[src/sgt_defs.svh]
// constants for the split capable general timer
// assumes inclusion by bare name from the package and the modules
`ifndef SGT_DEFS_SVH
`define SGT_DEFS_SVH

// ****************************************
// widths and reset values
// ****************************************
`define SGT_CNT_W 32
`define SGT_HALF_W 16
`define SGT_PRESC_W 4
`define SGT_PRESC_CNT_W 16
`define SGT_CNT_RST 32'h00000000
`define SGT_HALF_RST 16'h0000
`define SGT_HALF_ONE 16'h0001
`define SGT_CNT_ONE 32'h00000001
`define SGT_PRESC_RST 16'h0000
`define SGT_PRESC_ONE 16'h0001
`define SGT_PIN_IDLE 1'b1

// ****************************************
// field positions inside the 32-bit words
// ****************************************
`define SGT_LO_MSB 15
`define SGT_LO_LSB 0
`define SGT_HI_MSB 31
`define SGT_HI_LSB 16

`endif

[src/sgt_pkg.sv]
// types shared by the split capable general timer modules
// assumes sgt_defs.svh is on the include path
`include "sgt_defs.svh"

package sgt_pkg;

    // ****************************************
    // pin input function and half-timer state
    // ****************************************
    typedef enum logic [1:0] {SGT_IN_COUNT, SGT_IN_GATE, SGT_IN_CAPTURE} sgt_in_mode_t;
    typedef enum logic {SGT_IDLE, SGT_RUN} sgt_run_t;

endpackage : sgt_pkg

[src/sgt_prescaler.sv]
// power-of-two prescaler producing one advance tick per 2^sel source events
// assumes a single clock and synchronous active-high reset
`include "sgt_defs.svh"

module sgt_prescaler
    import sgt_pkg::*;
#(
    parameter int PRESC_W = `SGT_PRESC_W,
    parameter int CNT_W = `SGT_PRESC_CNT_W
)
(
    input wire logic i_clk_sys,
    input wire logic i_reset,
    input wire logic i_run,
    input wire logic i_advance,
    input wire logic [PRESC_W-1:0] i_div_sel,
    output logic o_tick
);

    // ****************************************
    // divider
    // ****************************************
    function automatic logic [CNT_W-1:0] sgt_div_mask(input logic [PRESC_W-1:0] sel);
        logic [CNT_W-1:0] m;
        m = (`SGT_PRESC_ONE << sel) - `SGT_PRESC_ONE;
        return m;
    endfunction : sgt_div_mask

    logic [CNT_W-1:0] div_q;
    logic [CNT_W-1:0] div_d;
    wire at_end = (div_q & sgt_div_mask(i_div_sel)) == sgt_div_mask(i_div_sel);

    assign o_tick = i_run && i_advance && at_end;
    // counter is cleared while stopped so each run starts on a whole period
    assign div_d = !i_run ? `SGT_PRESC_RST :
                   !i_advance ? div_q :
                   at_end ? `SGT_PRESC_RST :
                   div_q + `SGT_PRESC_ONE;

    always_ff @(posedge i_clk_sys)
    begin
        if (i_reset)
            div_q <= `SGT_PRESC_RST;
        else
            div_q <= div_d;
    end

endmodule : sgt_prescaler

[src/sgt_timer.sv]
// split capable general timer: 32-bit up-counter or two 16-bit halves
// assumes synchronous pin input and control inputs held by software
// Summary of operation
// - split mode gives two separate 16-bit timers
// - capture, compare, pin, pwm only in 32-bit
// - one-shot stops at terminal; continuous wraps to zero and keeps counting
// - programmable prescaler divides input before counting
// - one pin, software picks input or output
// - output pin drives pwm or rollover signal
// - input pin counts, gates or triggers capture
`include "sgt_defs.svh"

module sgt_timer
    import sgt_pkg::*;
#(
    parameter int CNT_W = `SGT_CNT_W,
    parameter int HALF_W = `SGT_HALF_W,
    parameter int PRESC_W = `SGT_PRESC_W
)
(
    input wire logic i_clk_sys,
    input wire logic i_reset,
    input wire logic i_split,
    input wire logic i_continuous,
    input wire logic i_start_lo,
    input wire logic i_stop_lo,
    input wire logic i_start_hi,
    input wire logic i_stop_hi,
    input wire logic [PRESC_W-1:0] i_presc_lo,
    input wire logic [PRESC_W-1:0] i_presc_hi,
    input wire logic [CNT_W-1:0] i_reload,
    input wire logic [CNT_W-1:0] i_compare,
    input wire logic i_pin_is_out,
    input wire logic i_out_rollover,
    input wire sgt_in_mode_t i_in_mode,
    input wire logic i_pin,
    input wire logic i_flag_clr_lo,
    input wire logic i_flag_clr_hi,
    output logic o_pin,
    output logic o_pin_oe_n,
    output logic [CNT_W-1:0] o_count,
    output logic [CNT_W-1:0] o_capture,
    output logic o_running_lo,
    output logic o_running_hi,
    output logic o_flag_lo,
    output logic o_flag_hi,
    output logic o_irq
);

    // ****************************************
    // state
    // ****************************************
    sgt_run_t run_lo_q;
    sgt_run_t run_lo_d;
    sgt_run_t run_hi_q;
    sgt_run_t run_hi_d;
    logic [CNT_W-1:0] count_q;
    logic [CNT_W-1:0] count_d;
    logic [CNT_W-1:0] capture_q;
    logic [CNT_W-1:0] capture_d;
    logic pin_s_q;
    logic pin_prev_q;
    logic pin_out_q;
    logic pin_out_d;
    logic pin_oe_n_q;
    logic roll_q;
    logic roll_d;
    logic flag_lo_q;
    logic flag_lo_d;
    logic flag_hi_q;
    logic flag_hi_d;
    logic irq_q;

    // ****************************************
    // pin function decode
    // ****************************************
    wire full_mode = !i_split;
    wire pin_out_en = full_mode && i_pin_is_out;
    wire pin_in_en = full_mode && !i_pin_is_out;
    // single-sample edge detect is enough only for slow pin toggling
    wire pin_rise = pin_s_q && !pin_prev_q;
    wire in_count = pin_in_en && (i_in_mode == SGT_IN_COUNT);
    wire in_gate = pin_in_en && (i_in_mode == SGT_IN_GATE);
    wire in_capture = pin_in_en && (i_in_mode == SGT_IN_CAPTURE);
    wire advance_lo = in_count ? pin_rise : in_gate ? pin_s_q : 1'b1;
    wire is_run_lo = (run_lo_q == SGT_RUN);
    wire is_run_hi = (run_hi_q == SGT_RUN) && i_split;

    // ****************************************
    // prescalers, one per half
    // ****************************************
    logic tick_lo;
    logic tick_hi;

    sgt_prescaler #(.PRESC_W(PRESC_W)) u_presc_lo
    (
        .i_clk_sys(i_clk_sys),
        .i_reset(i_reset),
        .i_run(is_run_lo),
        .i_advance(advance_lo),
        .i_div_sel(i_presc_lo),
        .o_tick(tick_lo)
    );

    sgt_prescaler #(.PRESC_W(PRESC_W)) u_presc_hi
    (
        .i_clk_sys(i_clk_sys),
        .i_reset(i_reset),
        .i_run(is_run_hi),
        .i_advance(1'b1),
        .i_div_sel(i_presc_hi),
        .o_tick(tick_hi)
    );

    // ****************************************
    // terminal, compare and capture events
    // ****************************************
    wire [HALF_W-1:0] cnt_lo = count_q[`SGT_LO_MSB:`SGT_LO_LSB];
    wire [HALF_W-1:0] cnt_hi = count_q[`SGT_HI_MSB:`SGT_HI_LSB];
    wire term_full = full_mode && tick_lo && (count_q == i_reload);
    wire term_lo = i_split && tick_lo && (cnt_lo == i_reload[`SGT_LO_MSB:`SGT_LO_LSB]);
    wire term_hi = is_run_hi && tick_hi && (cnt_hi == i_reload[`SGT_HI_MSB:`SGT_HI_LSB]);
    wire cmp_hit = full_mode && tick_lo && (count_q == i_compare);
    wire cap_hit = in_capture && is_run_lo && pin_rise;
    wire term_a = term_full || term_lo;

    wire [CNT_W-1:0] inc_full = count_q + `SGT_CNT_ONE;
    wire [HALF_W-1:0] inc_lo = cnt_lo + `SGT_HALF_ONE;
    wire [HALF_W-1:0] inc_hi = cnt_hi + `SGT_HALF_ONE;
    wire [HALF_W-1:0] next_lo = (i_start_lo || term_lo) ? `SGT_HALF_RST :
                                tick_lo ? inc_lo : cnt_lo;
    wire [HALF_W-1:0] next_hi = (i_start_hi || term_hi) ? `SGT_HALF_RST :
                                tick_hi ? inc_hi : cnt_hi;
    wire [CNT_W-1:0] next_full = (i_start_lo || term_full) ? `SGT_CNT_RST :
                                 tick_lo ? inc_full : count_q;

    assign count_d = i_split ? {next_hi, next_lo} : next_full;
    assign capture_d = cap_hit ? count_q : capture_q;

    // ****************************************
    // run control
    // ****************************************
    always_comb
    begin
        run_lo_d = run_lo_q;
        case (run_lo_q)
            SGT_IDLE:
                if (i_start_lo)
                    run_lo_d = SGT_RUN;
            SGT_RUN:
                if (i_stop_lo || (term_a && !i_continuous))
                    run_lo_d = SGT_IDLE;
            default:
                run_lo_d = SGT_IDLE;
        endcase
    end

    always_comb
    begin
        run_hi_d = run_hi_q;
        case (run_hi_q)
            SGT_IDLE:
                if (i_start_hi && i_split)
                    run_hi_d = SGT_RUN;
            SGT_RUN:
                if (i_stop_hi || !i_split || (term_hi && !i_continuous))
                    run_hi_d = SGT_IDLE;
            default:
                run_hi_d = SGT_IDLE;
        endcase
    end

    // ****************************************
    // pin output
    // ****************************************
    // pwm is high while the count sits below compare
    assign roll_d = term_full ? !roll_q : roll_q;
    assign pin_out_d = !pin_out_en ? 1'b0 :
                       i_out_rollover ? roll_d :
                       (next_full < i_compare);

    // ****************************************
    // sticky flags, set beats clear
    // ****************************************
    assign flag_lo_d = (term_a || cmp_hit || cap_hit) ? 1'b1 :
                       i_flag_clr_lo ? 1'b0 : flag_lo_q;
    assign flag_hi_d = term_hi ? 1'b1 : i_flag_clr_hi ? 1'b0 : flag_hi_q;

    // ****************************************
    // registers
    // ****************************************
    always_ff @(posedge i_clk_sys)
    begin
        if (i_reset)
        begin
            run_lo_q <= SGT_IDLE;
            run_hi_q <= SGT_IDLE;
            count_q <= `SGT_CNT_RST;
            capture_q <= `SGT_CNT_RST;
            // pin rests high on its pull-up, so no false rise after reset
            pin_s_q <= `SGT_PIN_IDLE;
            pin_prev_q <= `SGT_PIN_IDLE;
            pin_out_q <= 1'b0;
            pin_oe_n_q <= 1'b1;
            roll_q <= 1'b0;
            flag_lo_q <= 1'b0;
            flag_hi_q <= 1'b0;
            irq_q <= 1'b0;
        end
        else
        begin
            run_lo_q <= run_lo_d;
            run_hi_q <= run_hi_d;
            count_q <= count_d;
            capture_q <= capture_d;
            pin_s_q <= i_pin;
            pin_prev_q <= pin_s_q;
            pin_out_q <= pin_out_d;
            pin_oe_n_q <= !pin_out_en;
            roll_q <= roll_d;
            flag_lo_q <= flag_lo_d;
            flag_hi_q <= flag_hi_d;
            irq_q <= flag_lo_d || flag_hi_d;
        end
    end

    assign o_pin = pin_out_q;
    assign o_pin_oe_n = pin_oe_n_q;
    assign o_count = count_q;
    assign o_capture = capture_q;
    assign o_running_lo = (run_lo_q == SGT_RUN);
    assign o_running_hi = (run_hi_q == SGT_RUN);
    assign o_flag_lo = flag_lo_q;
    assign o_flag_hi = flag_hi_q;
    assign o_irq = irq_q;

endmodule : sgt_timer

[config.mk]
export PLATFORM = sky130hd
export DESIGN_NAME = sgt_timer
export DESIGN_NICKNAME = d
export VERILOG_FILES = /design/src/sgt_pkg.sv /design/src/sgt_prescaler.sv /design/src/sgt_timer.sv
export VERILOG_INCLUDE_DIRS = /design/src
export SDC_FILE = /design/constraint.sdc
export NUM_CORES = 1
export LEC_CHECK = 0
export ABC_AREA = 1
export BUFFER_PORTS_ARGS = -buffer_cell sky130_fd_sc_hd__buf_2
export CAP_MARGIN = 20
export CORE_MARGIN = 2
export CORE_UTILIZATION = 60
export DETAILED_ROUTE_END_ITERATION = 6
export PLACE_DENSITY = 0.91
export SYNTH_ARGS = -nofsm -noshare
export SYNTH_HDL_FRONTEND = slang
export SYNTH_SLANG_ARGS = --single-unit
[constraint.sdc]
create_clock -name i_clk_sys -period 7.15 [get_ports i_clk_sys]
set_clock_uncertainty 0.2 [all_clocks]
set_input_delay 0.715 -clock i_clk_sys [delete_from_list [all_inputs] [get_ports i_clk_sys]]
set_output_delay 0.715 -clock i_clk_sys [all_outputs]
set_load 0.005 [all_outputs]
# Word-level counts from Yosys, hierarchy flattened
# Cells that the tools add are included.
dict set report totals {
  out_inout_bits 71
  regBits 106
}
dict set report classes {
  eq_ne 10
  n_lt_le_gt_ge 1
  n_bitwise 6
  n_shift 2
  reduce_logical 42
  muxes 22
  addsub 7
}
# op n
set op_table {}
lappend op_table {{$mux 32} 3}
lappend op_table {{$mux 16} 5}
lappend op_table {{$add 16x1->16 const B} 4}
lappend op_table {{$eq 16x16->1} 4}
lappend op_table {{$eq 32x32->1} 2}
lappend op_table {{$add 32x1->32 const B} 1}
lappend op_table {{$and 16x16->16} 2}
lappend op_table {{$lt 32x32->1} 1}
lappend op_table {{$shl 1x4->16 const A} 2}
lappend op_table {{$sub 16x1->16 const B} 2}
lappend op_table {{$logic_and 1x1->1} 22}
lappend op_table {{$mux 1} 12}
lappend op_table {{$logic_or 1x1->1} 10}
lappend op_table {{$logic_not 1->1} 6}
lappend op_table {{$ne 3x1->1 const B} 2}
lappend op_table {{$not 1->1} 4}
lappend op_table {{$pmux 1 s2} 2}
lappend op_table {{$reduce_or 2->1} 2}
lappend op_table {{$reduce_or 3->1} 1}
lappend op_table {{$eq 2x1->1 const B} 1}
lappend op_table {{$eq 2x2->1 const B} 1}
lappend op_table {{$logic_not 2->1} 1}

# Depth between registers and ports, before layout
# Gate-level depths: netlist of run 1.
dict set report depth {
  word_depth 14
  depth_mapped 29
  ltp_nobuf 28
}

# Modules after synthesis
# A second synthesis of run 1 with hierarchy kept.
dict set report hier_totals {
  cells_unflattened 1247
  hier_area_um2 8095.3
}
# mod n_inst area_per_inst_um2 cells_per_inst
set by_module_without_submodules {}
lappend by_module_without_submodules {sgt_timer 1 5820.6 885}
lappend by_module_without_submodules {sgt_prescaler 2 1137.3 181}

# Worst setup path after synthesis of run 1
# OpenSTA, ideal clock, no wires.
dict set report synth_timing {
  path_type {input-to-reg}
  start {input port i_presc_lo[1]}
  end {register pin_out_q (netlist: o_pin)}
  cell_stages 25
  n_path_buf 0
  arrival_ns 3.679
  required_time_ns 6.834
  path_slack_ns 3.155
  setup_ns 0.116
  cell_sequence {inv_1 > nand3_1 > ha_1 > nor2_1 > nor2_1 > nand3_1 > nor2_1 > nand2_1 > nor2_1 > nand3_1 > nor2_2 > nand2_4 > inv_2 > nand3_1 > nor2_1 > nand2_1 > xor2_1 > nor2_2 > ha_1 > nand4_1 > or3_1 > nor4_1 > nand2_1 > nand2_1 > a21oi_1}
}
dict set report synth_via {
  elab_chain_len 11
  word_cells_on_any_way 13
  classes_between {add/sub (1); order compare (1); eq/ne (1); shift (1); mux (4); bitwise (1); reduce/logical (4)}
}
# item line
set synth_lines {}
lappend synth_lines {{start, declared} sgt_timer.sv:29} ;# input wire logic [PRESC_W-1:0] i_presc_lo,
lappend synth_lines {{$shl 1x4->16 (no source line) (*)} n/a}
lappend synth_lines {{$sub 16x1->16 (no source line) (*)} n/a}
lappend synth_lines {{$and 16x16->16} sgt_prescaler.sv:31} ;# wire at_end = (div_q & sgt_div_mask(i_div_sel)) == sgt_div_mask(i_div_sel);
lappend synth_lines {{$eq 16x16->1 (*)} sgt_prescaler.sv:31}
lappend synth_lines {{$logic_and 1x1->1 (*)} sgt_prescaler.sv:33} ;# assign o_tick = i_run && i_advance && at_end;
lappend synth_lines {{$logic_and 1x1->1 (2 in series)} sgt_timer.sv:120} ;# wire term_full = full_mode && tick_lo && (count_q == i_reload);
lappend synth_lines {{$logic_or 1x1->1} sgt_timer.sv:134} ;# wire [CNT_W-1:0] next_full = (i_start_lo || term_full) ? `SGT_CNT_RST :
lappend synth_lines {{$mux 32} sgt_timer.sv:134}
lappend synth_lines {{$lt 32x32->1} sgt_timer.sv:180} ;# (next_full < i_compare);
lappend synth_lines {{$mux 1 (*)} sgt_timer.sv:179} ;# i_out_rollover ? roll_d :
lappend synth_lines {{end signal, assigned} sgt_timer.sv:218} ;# pin_out_q <= pin_out_d;
lappend synth_lines {{end, declared} sgt_timer.sv:63} ;# logic pin_out_q;
# Every way passes the cells marked *; elsewhere a longest branch is shown, timed or not.
# A chain may end at the register's enable or synchronous reset.

# Final worst setup path of run 1
# Same ends and word-level chain as after synthesis.

==> results.toml, run 1 <==
[outcome]
status = "complete, no violations"

[floorplanning]
dieArea_um2 = 13600
start_util_pct = 60.9
die_x_um = 116
ios = 158
rows = 41
die_h_um = 116
coreArea_um2 = 12500

[logic_synthesis]
async_reset_ff_share_pct = 0
syn-instance-count = 1124
synth.distinct_cells = 58
synth-edff-count = 0
synth_top_area_share_pct = 27.4
synth-warning-count = 0
syn-cell-area_um2 = 7590
synth_area_leaders = "dfxtp_1, nand2_1, nor2_1"
synth_seq_cells = 104
synth_nets = 1248
ys.flop_type = "dfxtp_1"
avgSynthCellArea_um2 = 6.75
yosysSeqAreaShare_pct = 27.4
yosysTopAreaCell = "dfxtp_1"

[pwr]
leakagePower_nw = 3.84
vdd_drop_max_v = 0.000110
power_mw = 1.34
power_density_nw_per_um2 = 155

[critical_path]
regToRegSetupSlack_ps = 2830
cp_top_family = "simple AND/OR/NAND/NOR gates"
slowest_stage = "ha_1"
cp-end-kind = "register"
critPathLaunch = "i_presc_lo[1]"
r2r_cells = 19
crit_top_cell = "nor2_1"
r2r_start = "o_count[19]$_SDFFE_PP0P_"
arrival_ps = 4600
critPathMaxFanout = 26
cp.required_ps = 7210
timing.rr.end = "o_pin$_SDFF_PP0_"
start_kind = "input port"
path_class = "in2reg"
critPathMaxStageDelay_ps = 340
path_buf_inv = 3

[routing]
antenna_left = 0
drc_errors = 0
num_vias = 8166
drt_iter0_drc = 731
wl_per_cell_um = 15.8
first_pass_iters = 7
routed_wl_mm = 22.5
via_per_inst = 5.73

[place]
portBuffers = 157
place_ws_ps = 2300
gp_congestion = 1.01
dp_hpwl_mm = 16.9
placed_cell_area_um2 = 8330

[global_routing]
grt_pass1_vias = 7213
track_usage_pct = 32.9
grt_max_degree = 67
overflow = 0
antenna_found_initial = 0
grt_pass1_wl_mm = 35.2

[timing]
worst_hold_slack_ps = 255
fmax_ghz = 0.220
final.setup.tns_ps = 0
setup_viol = 0
worst_pin_slew_ps = 1030
rsz0062_at_grt = "false"
min_period_ps = 4550
setup_slack_ps = 2600
fin_crit_sh_pct = 63.6
slew_headroom_pct = 31.0
hold_viol_final = 0
slew_viol_final = 0

[job]
drv_cap = 0

[clocking]
cts_buffer_depth = 2
cts_buffers = 9
cts-root-buf = "clkbuf_16"
cts_setup_buffers = 0
cts.sinks = 104
clock_latency_ps = 360
holdBufCountCts = 0
clk_pin_slew_ps = 80
cts_tree = "yes"
cts_resized = 0
cts_max_level = 3

[min_path]
worstHoldEndpoint = "pin_prev_q$_SDFF_PP1_"
hold_class = "reg2reg"
worstHoldPathCells = 2
min-delay-start = "pin_s_q$_SDFF_PP1_"

[layout]
postLayoutCellArea_um2 = 8630
num_antenna_cells = 0
layout-drive-gt1-share_pct = 18.0
fin_nets = 1371
areaGrowthSynthToFinish_pct = 13.6
Yosys cell counts (all sizes together) (23+ instances only):
master	instances
nand2	183
nor2	145
inv	126
dfxtp	104
o21ai	103
a21oi	93
nand3	48
xor2	43
clkbuf	37
ha	37
nor3	30
nand4	29
xnor2	28
a31oi	23
worst register-to-register path: cells and delay by family (launching register included):
family	cells	cell delay [ps]
AOI/OAI and AO/OA	2	130
adders and majority gates	1	310
buffers and inverters	3	1010
DFF	1	460
and+or+nand+nor	13	2120
state kept, by name (all words and copies together), names as in the netlist:
| register | cells |
|---|---|
| o_capture | 32 |
| o_count | 32 |
| o_flag_hi | 1 |
| o_flag_lo | 1 |
| o_irq | 1 |
| o_pin | 1 |
| o_pin_oe_n | 1 |
| o_running_hi | 1 |
| o_running_lo | 1 |
| pin_prev_q | 1 |
| pin_s_q | 1 |
| roll_q | 1 |
| u_presc_hi.div_q | 15 |
| u_presc_lo.div_q | 15 |
per-layer routing:
layer  wire length, um  track usage [%]  part of all wire [%]  vias up
met2             10600             54.8                    47      420
met3              1910             4.88                   8.5       59
met5                 0                0                     0        -
met1              9340             43.0                    41     3678
li1                  -                -                     -     4009
met4               673             12.8                   3.0        0
where the power goes:
group | switching [mW] | total [mW] | internal (mW)
sequential | 0.0289 | 0.620 | 0.591
clock | 0.254 | 0.498 | 0.244
combinational | 0.134 | 0.221 | 0.0871
total | 0.417 | 1.34 | 0.922
kinds of logic (layout without fill, tap and decap cells):
group           Yosys count  after routing  synth area share [%]
simple gates            480            480                  29.4
buf+inv                 179            307                  10.3
flops                   104            104                  27.4
fa+ha+maj                37             37                  6.10
xor+xnor                 71             71                  8.19
compound gates          253            253                  18.6
final cells by class:
type                    instances  area (um2)
clock buffers                   9         225
inverters                     129         484
repair buffers                162         823
well taps                     172         215
clock inverters                 7        65.1
flip-flops and latches        104        2080
multi-input cells             841        4730
fillers                      1102        3840
worst max-delay path by stage:
stage	end	cells past startpoint	slack [ps]
final	o_pin$_SDFF_PP0_	26	2600
after global routing	o_pin$_SDFF_PP0_	26	2170
after CTS	o_pin$_SDFF_PP0_	26	2670
after detailed placement	o_pin$_SDFF_PP0_	26	2300
after global placement	o_pin$_SDFF_PP0_	26	2380
after floorplan	o_pin$_SDFF_PP0_	25	3160
cells in the final DEF (no fill, tap or decap), types with 4 or more instances in the layout:
cell         n
nand3_1     45
or2_2       14
nor3_1      27
o21a_1       4
dfxtp_1    104
nand2_1    182
nor4_1      13
a21oi_1     93
inv_1      121
xor2_1      43
nor2_2       6
nor3b_1      9
o22ai_1      5
nor2_1     135
inv_2        5
xnor2_1     28
a221oi_1     4
a31oi_1     22
o21ai_0    101
buf_4        5
nand4_1     27
nor2_4       4
clkbuf_16    9
a211oi_1    10
buf_2      157
ha_1        37
through the flow:
stage / util [%] / instances
after detailed placement: 66.8 / 1407
after floorplan: - / 1124
after global placement: 66.8 / 1407
after global routing: 69.2 / 1424
final: 69.2 / 1424
after CTS: 69.1 / 1423
(Power assumes the default switching activity.)
==> run 2, diff against run 1 <==
CORE_UTILIZATION = 56   (was 60)
PLACE_DENSITY = 0.86   (was 0.91)
clock period = 4.5 ns   (was 7.15 ns; I/O delays follow)
==> run 2 against run 1 <==
Hold slack got worse by 140 ps. Combinational power increased by 66%. Sequential power increased by 58%. Clock-buffer cell count increased by 2.
==> results.toml, run 2 (same netlist as run 1, synthesis figures left out) <==
[pwr]
power_density_nw_per_um2 = 254
leakagePower_nw = 3.90
vdd_drop_max_v = 0.000181

[routing]
via_per_inst = 5.72
first_pass_iters = 6
drt_iter0_drc = 833
wl_per_cell_um = 15.9
routed_wl_mm = 22.8
antenna_left = 0
num_vias = 8224
drc_errors = 0

[floorplanning]
rows = 42
start_util_pct = 57.3
dieArea_um2 = 14500
die_h_um = 120
die_x_um = 120
coreArea_um2 = 13200
ios = 158

[critical_path]
path_class = "reg2reg"
critPathMaxFanout = 6
slowest_stage = "dfxtp_1"
arrival_ps = 4130
start_kind = "register"
crit_chain = "inv_2, nor3_4, nand3_4, nor2_4, nand3_2, or3_4, nor2_4, nand4_4, nor2_4, a31oi_1, nor3_1, ha_1, a21oi_1, nor2_1, a211oi_1, nor2_1, nor4_1, nand2_1, a21oi_1"
cp.required_ps = 4590
cp_top_family = "simple AND/OR/NAND/NOR gates"
crit_top_cell = "nor2_4"
critPathMaxStageDelay_ps = 480
path_buf_inv = 1
cp-end-kind = "register"
regToRegSetupSlack_ps = 460

[min_path]
hold_class = "in2reg"

[clocking]
cts_buffers = 9
clock_latency_ps = 360
clk_pin_slew_ps = 70
cts-root-buf = "clkbuf_16"
holdBufCountCts = 0
cts.sinks = 104
cts_tree = "yes"
cts_max_level = 3
cts_setup_buffers = 0
cts_buffer_depth = 2
cts_resized = 0

[timing]
rsz0062_at_grt = "false"
setup_viol = 0
slew_viol_final = 0
slew_headroom_pct = 31.8
min_period_ps = 4040
setup_slack_ps = 458
worst_pin_slew_ps = 1020
worst_hold_slack_ps = 118
final.setup.tns_ps = 0
hold_viol_final = 0
fmax_ghz = 0.247
fin_crit_sh_pct = 89.8

[place]
place_ws_ps = 241
gp_congestion = 1.03
portBuffers = 157
placed_cell_area_um2 = 8410
dp_hpwl_mm = 17.4

[outcome]
status = "complete, no violations"

[layout]
postLayoutCellArea_um2 = 8730
layout-drive-gt1-share_pct = 18.4
fin_nets = 1380
final_cell_mix = "nand2_1, buf_2, nor2_1, inv_1, dfxtp_1"
final_common_cell = "nand2_1"
areaGrowthSynthToFinish_pct = 15.0

[global_routing]
grt_pass1_vias = 7384
overflow = 0
antenna_found_initial = 1
grt_pass1_wl_mm = 36.7
grt_max_degree = 67
track_usage_pct = 31.5

[job]
drv_cap = 0
## run 2: cell types whose count changed in the layout (fill, tap and decap cells not counted), sizes merged
cell,previous run,this run
clkinvlp,2,0
clkbuf,9,11
buf,162,171
diode,0,1
clkinv,5,4
bufinv,0,2
inv,129,127
## run 2: layer usage
layer | vias up | share of wire [%] | global-route usage, %
met2 | 394 | 45 | 50.0
li1 | 4036 | - | -
met3 | 55 | 7.7 | 3.44
met1 | 3739 | 44 | 43.7
met4 | 0 | 3.4 | 12.6
met5 | - | 0 | 0
## run 2: layout make-up
class	instances	area [um2]
fill	1240	4510
sequential	104	2080
multi-input combinational	841	4730
timing repair buffer	171	891
clock buffer	11	243
clock inverter	4	77.6
tap	176	220
antenna	1	2.50
inverter	129	484
## run 2: where the power goes
part	internal (mW)	switching, mW
registers	0.939	0.0395
clock network	0.504	0.366
logic	0.143	0.224
total	1.59	0.629
## run 2: worst paths after layout
kind | from | endpoint | cells past startpoint
hold reg to reg | pin_s_q$_SDFF_PP1_ | pin_prev_q$_SDFF_PP1_ | 2
setup / recovery | o_count[0]$_SDFFE_PP0P_ | o_pin$_SDFF_PP0_ | 19
hold / removal | i_pin | pin_s_q$_SDFF_PP1_ | 2
setup reg to reg | o_count[0]$_SDFFE_PP0P_ | o_pin$_SDFF_PP0_ | 19
## run 2: stage by stage
stage	std cells	total power, mW	utilization, %
after floorplan	1124	1.22	-
after global placement	1421	1.35	63.5
after detailed placement	1421	1.36	63.5
after CTS	1436	2.21	65.9
after global routing	1437	2.29	65.9
final	1437	2.21	65.9
## run 2: worst register-to-register path, delay by kind of cell, from the launching register on
family | cells | cell delay, ps
AND/OR/NAND/NOR | 13 | 2270
flip-flops | 1 | 480
buffers and inverters | 1 | 170
adder cells (fa/ha/maj) | 1 | 300
AO/OA/AOI/OAI | 4 | 560
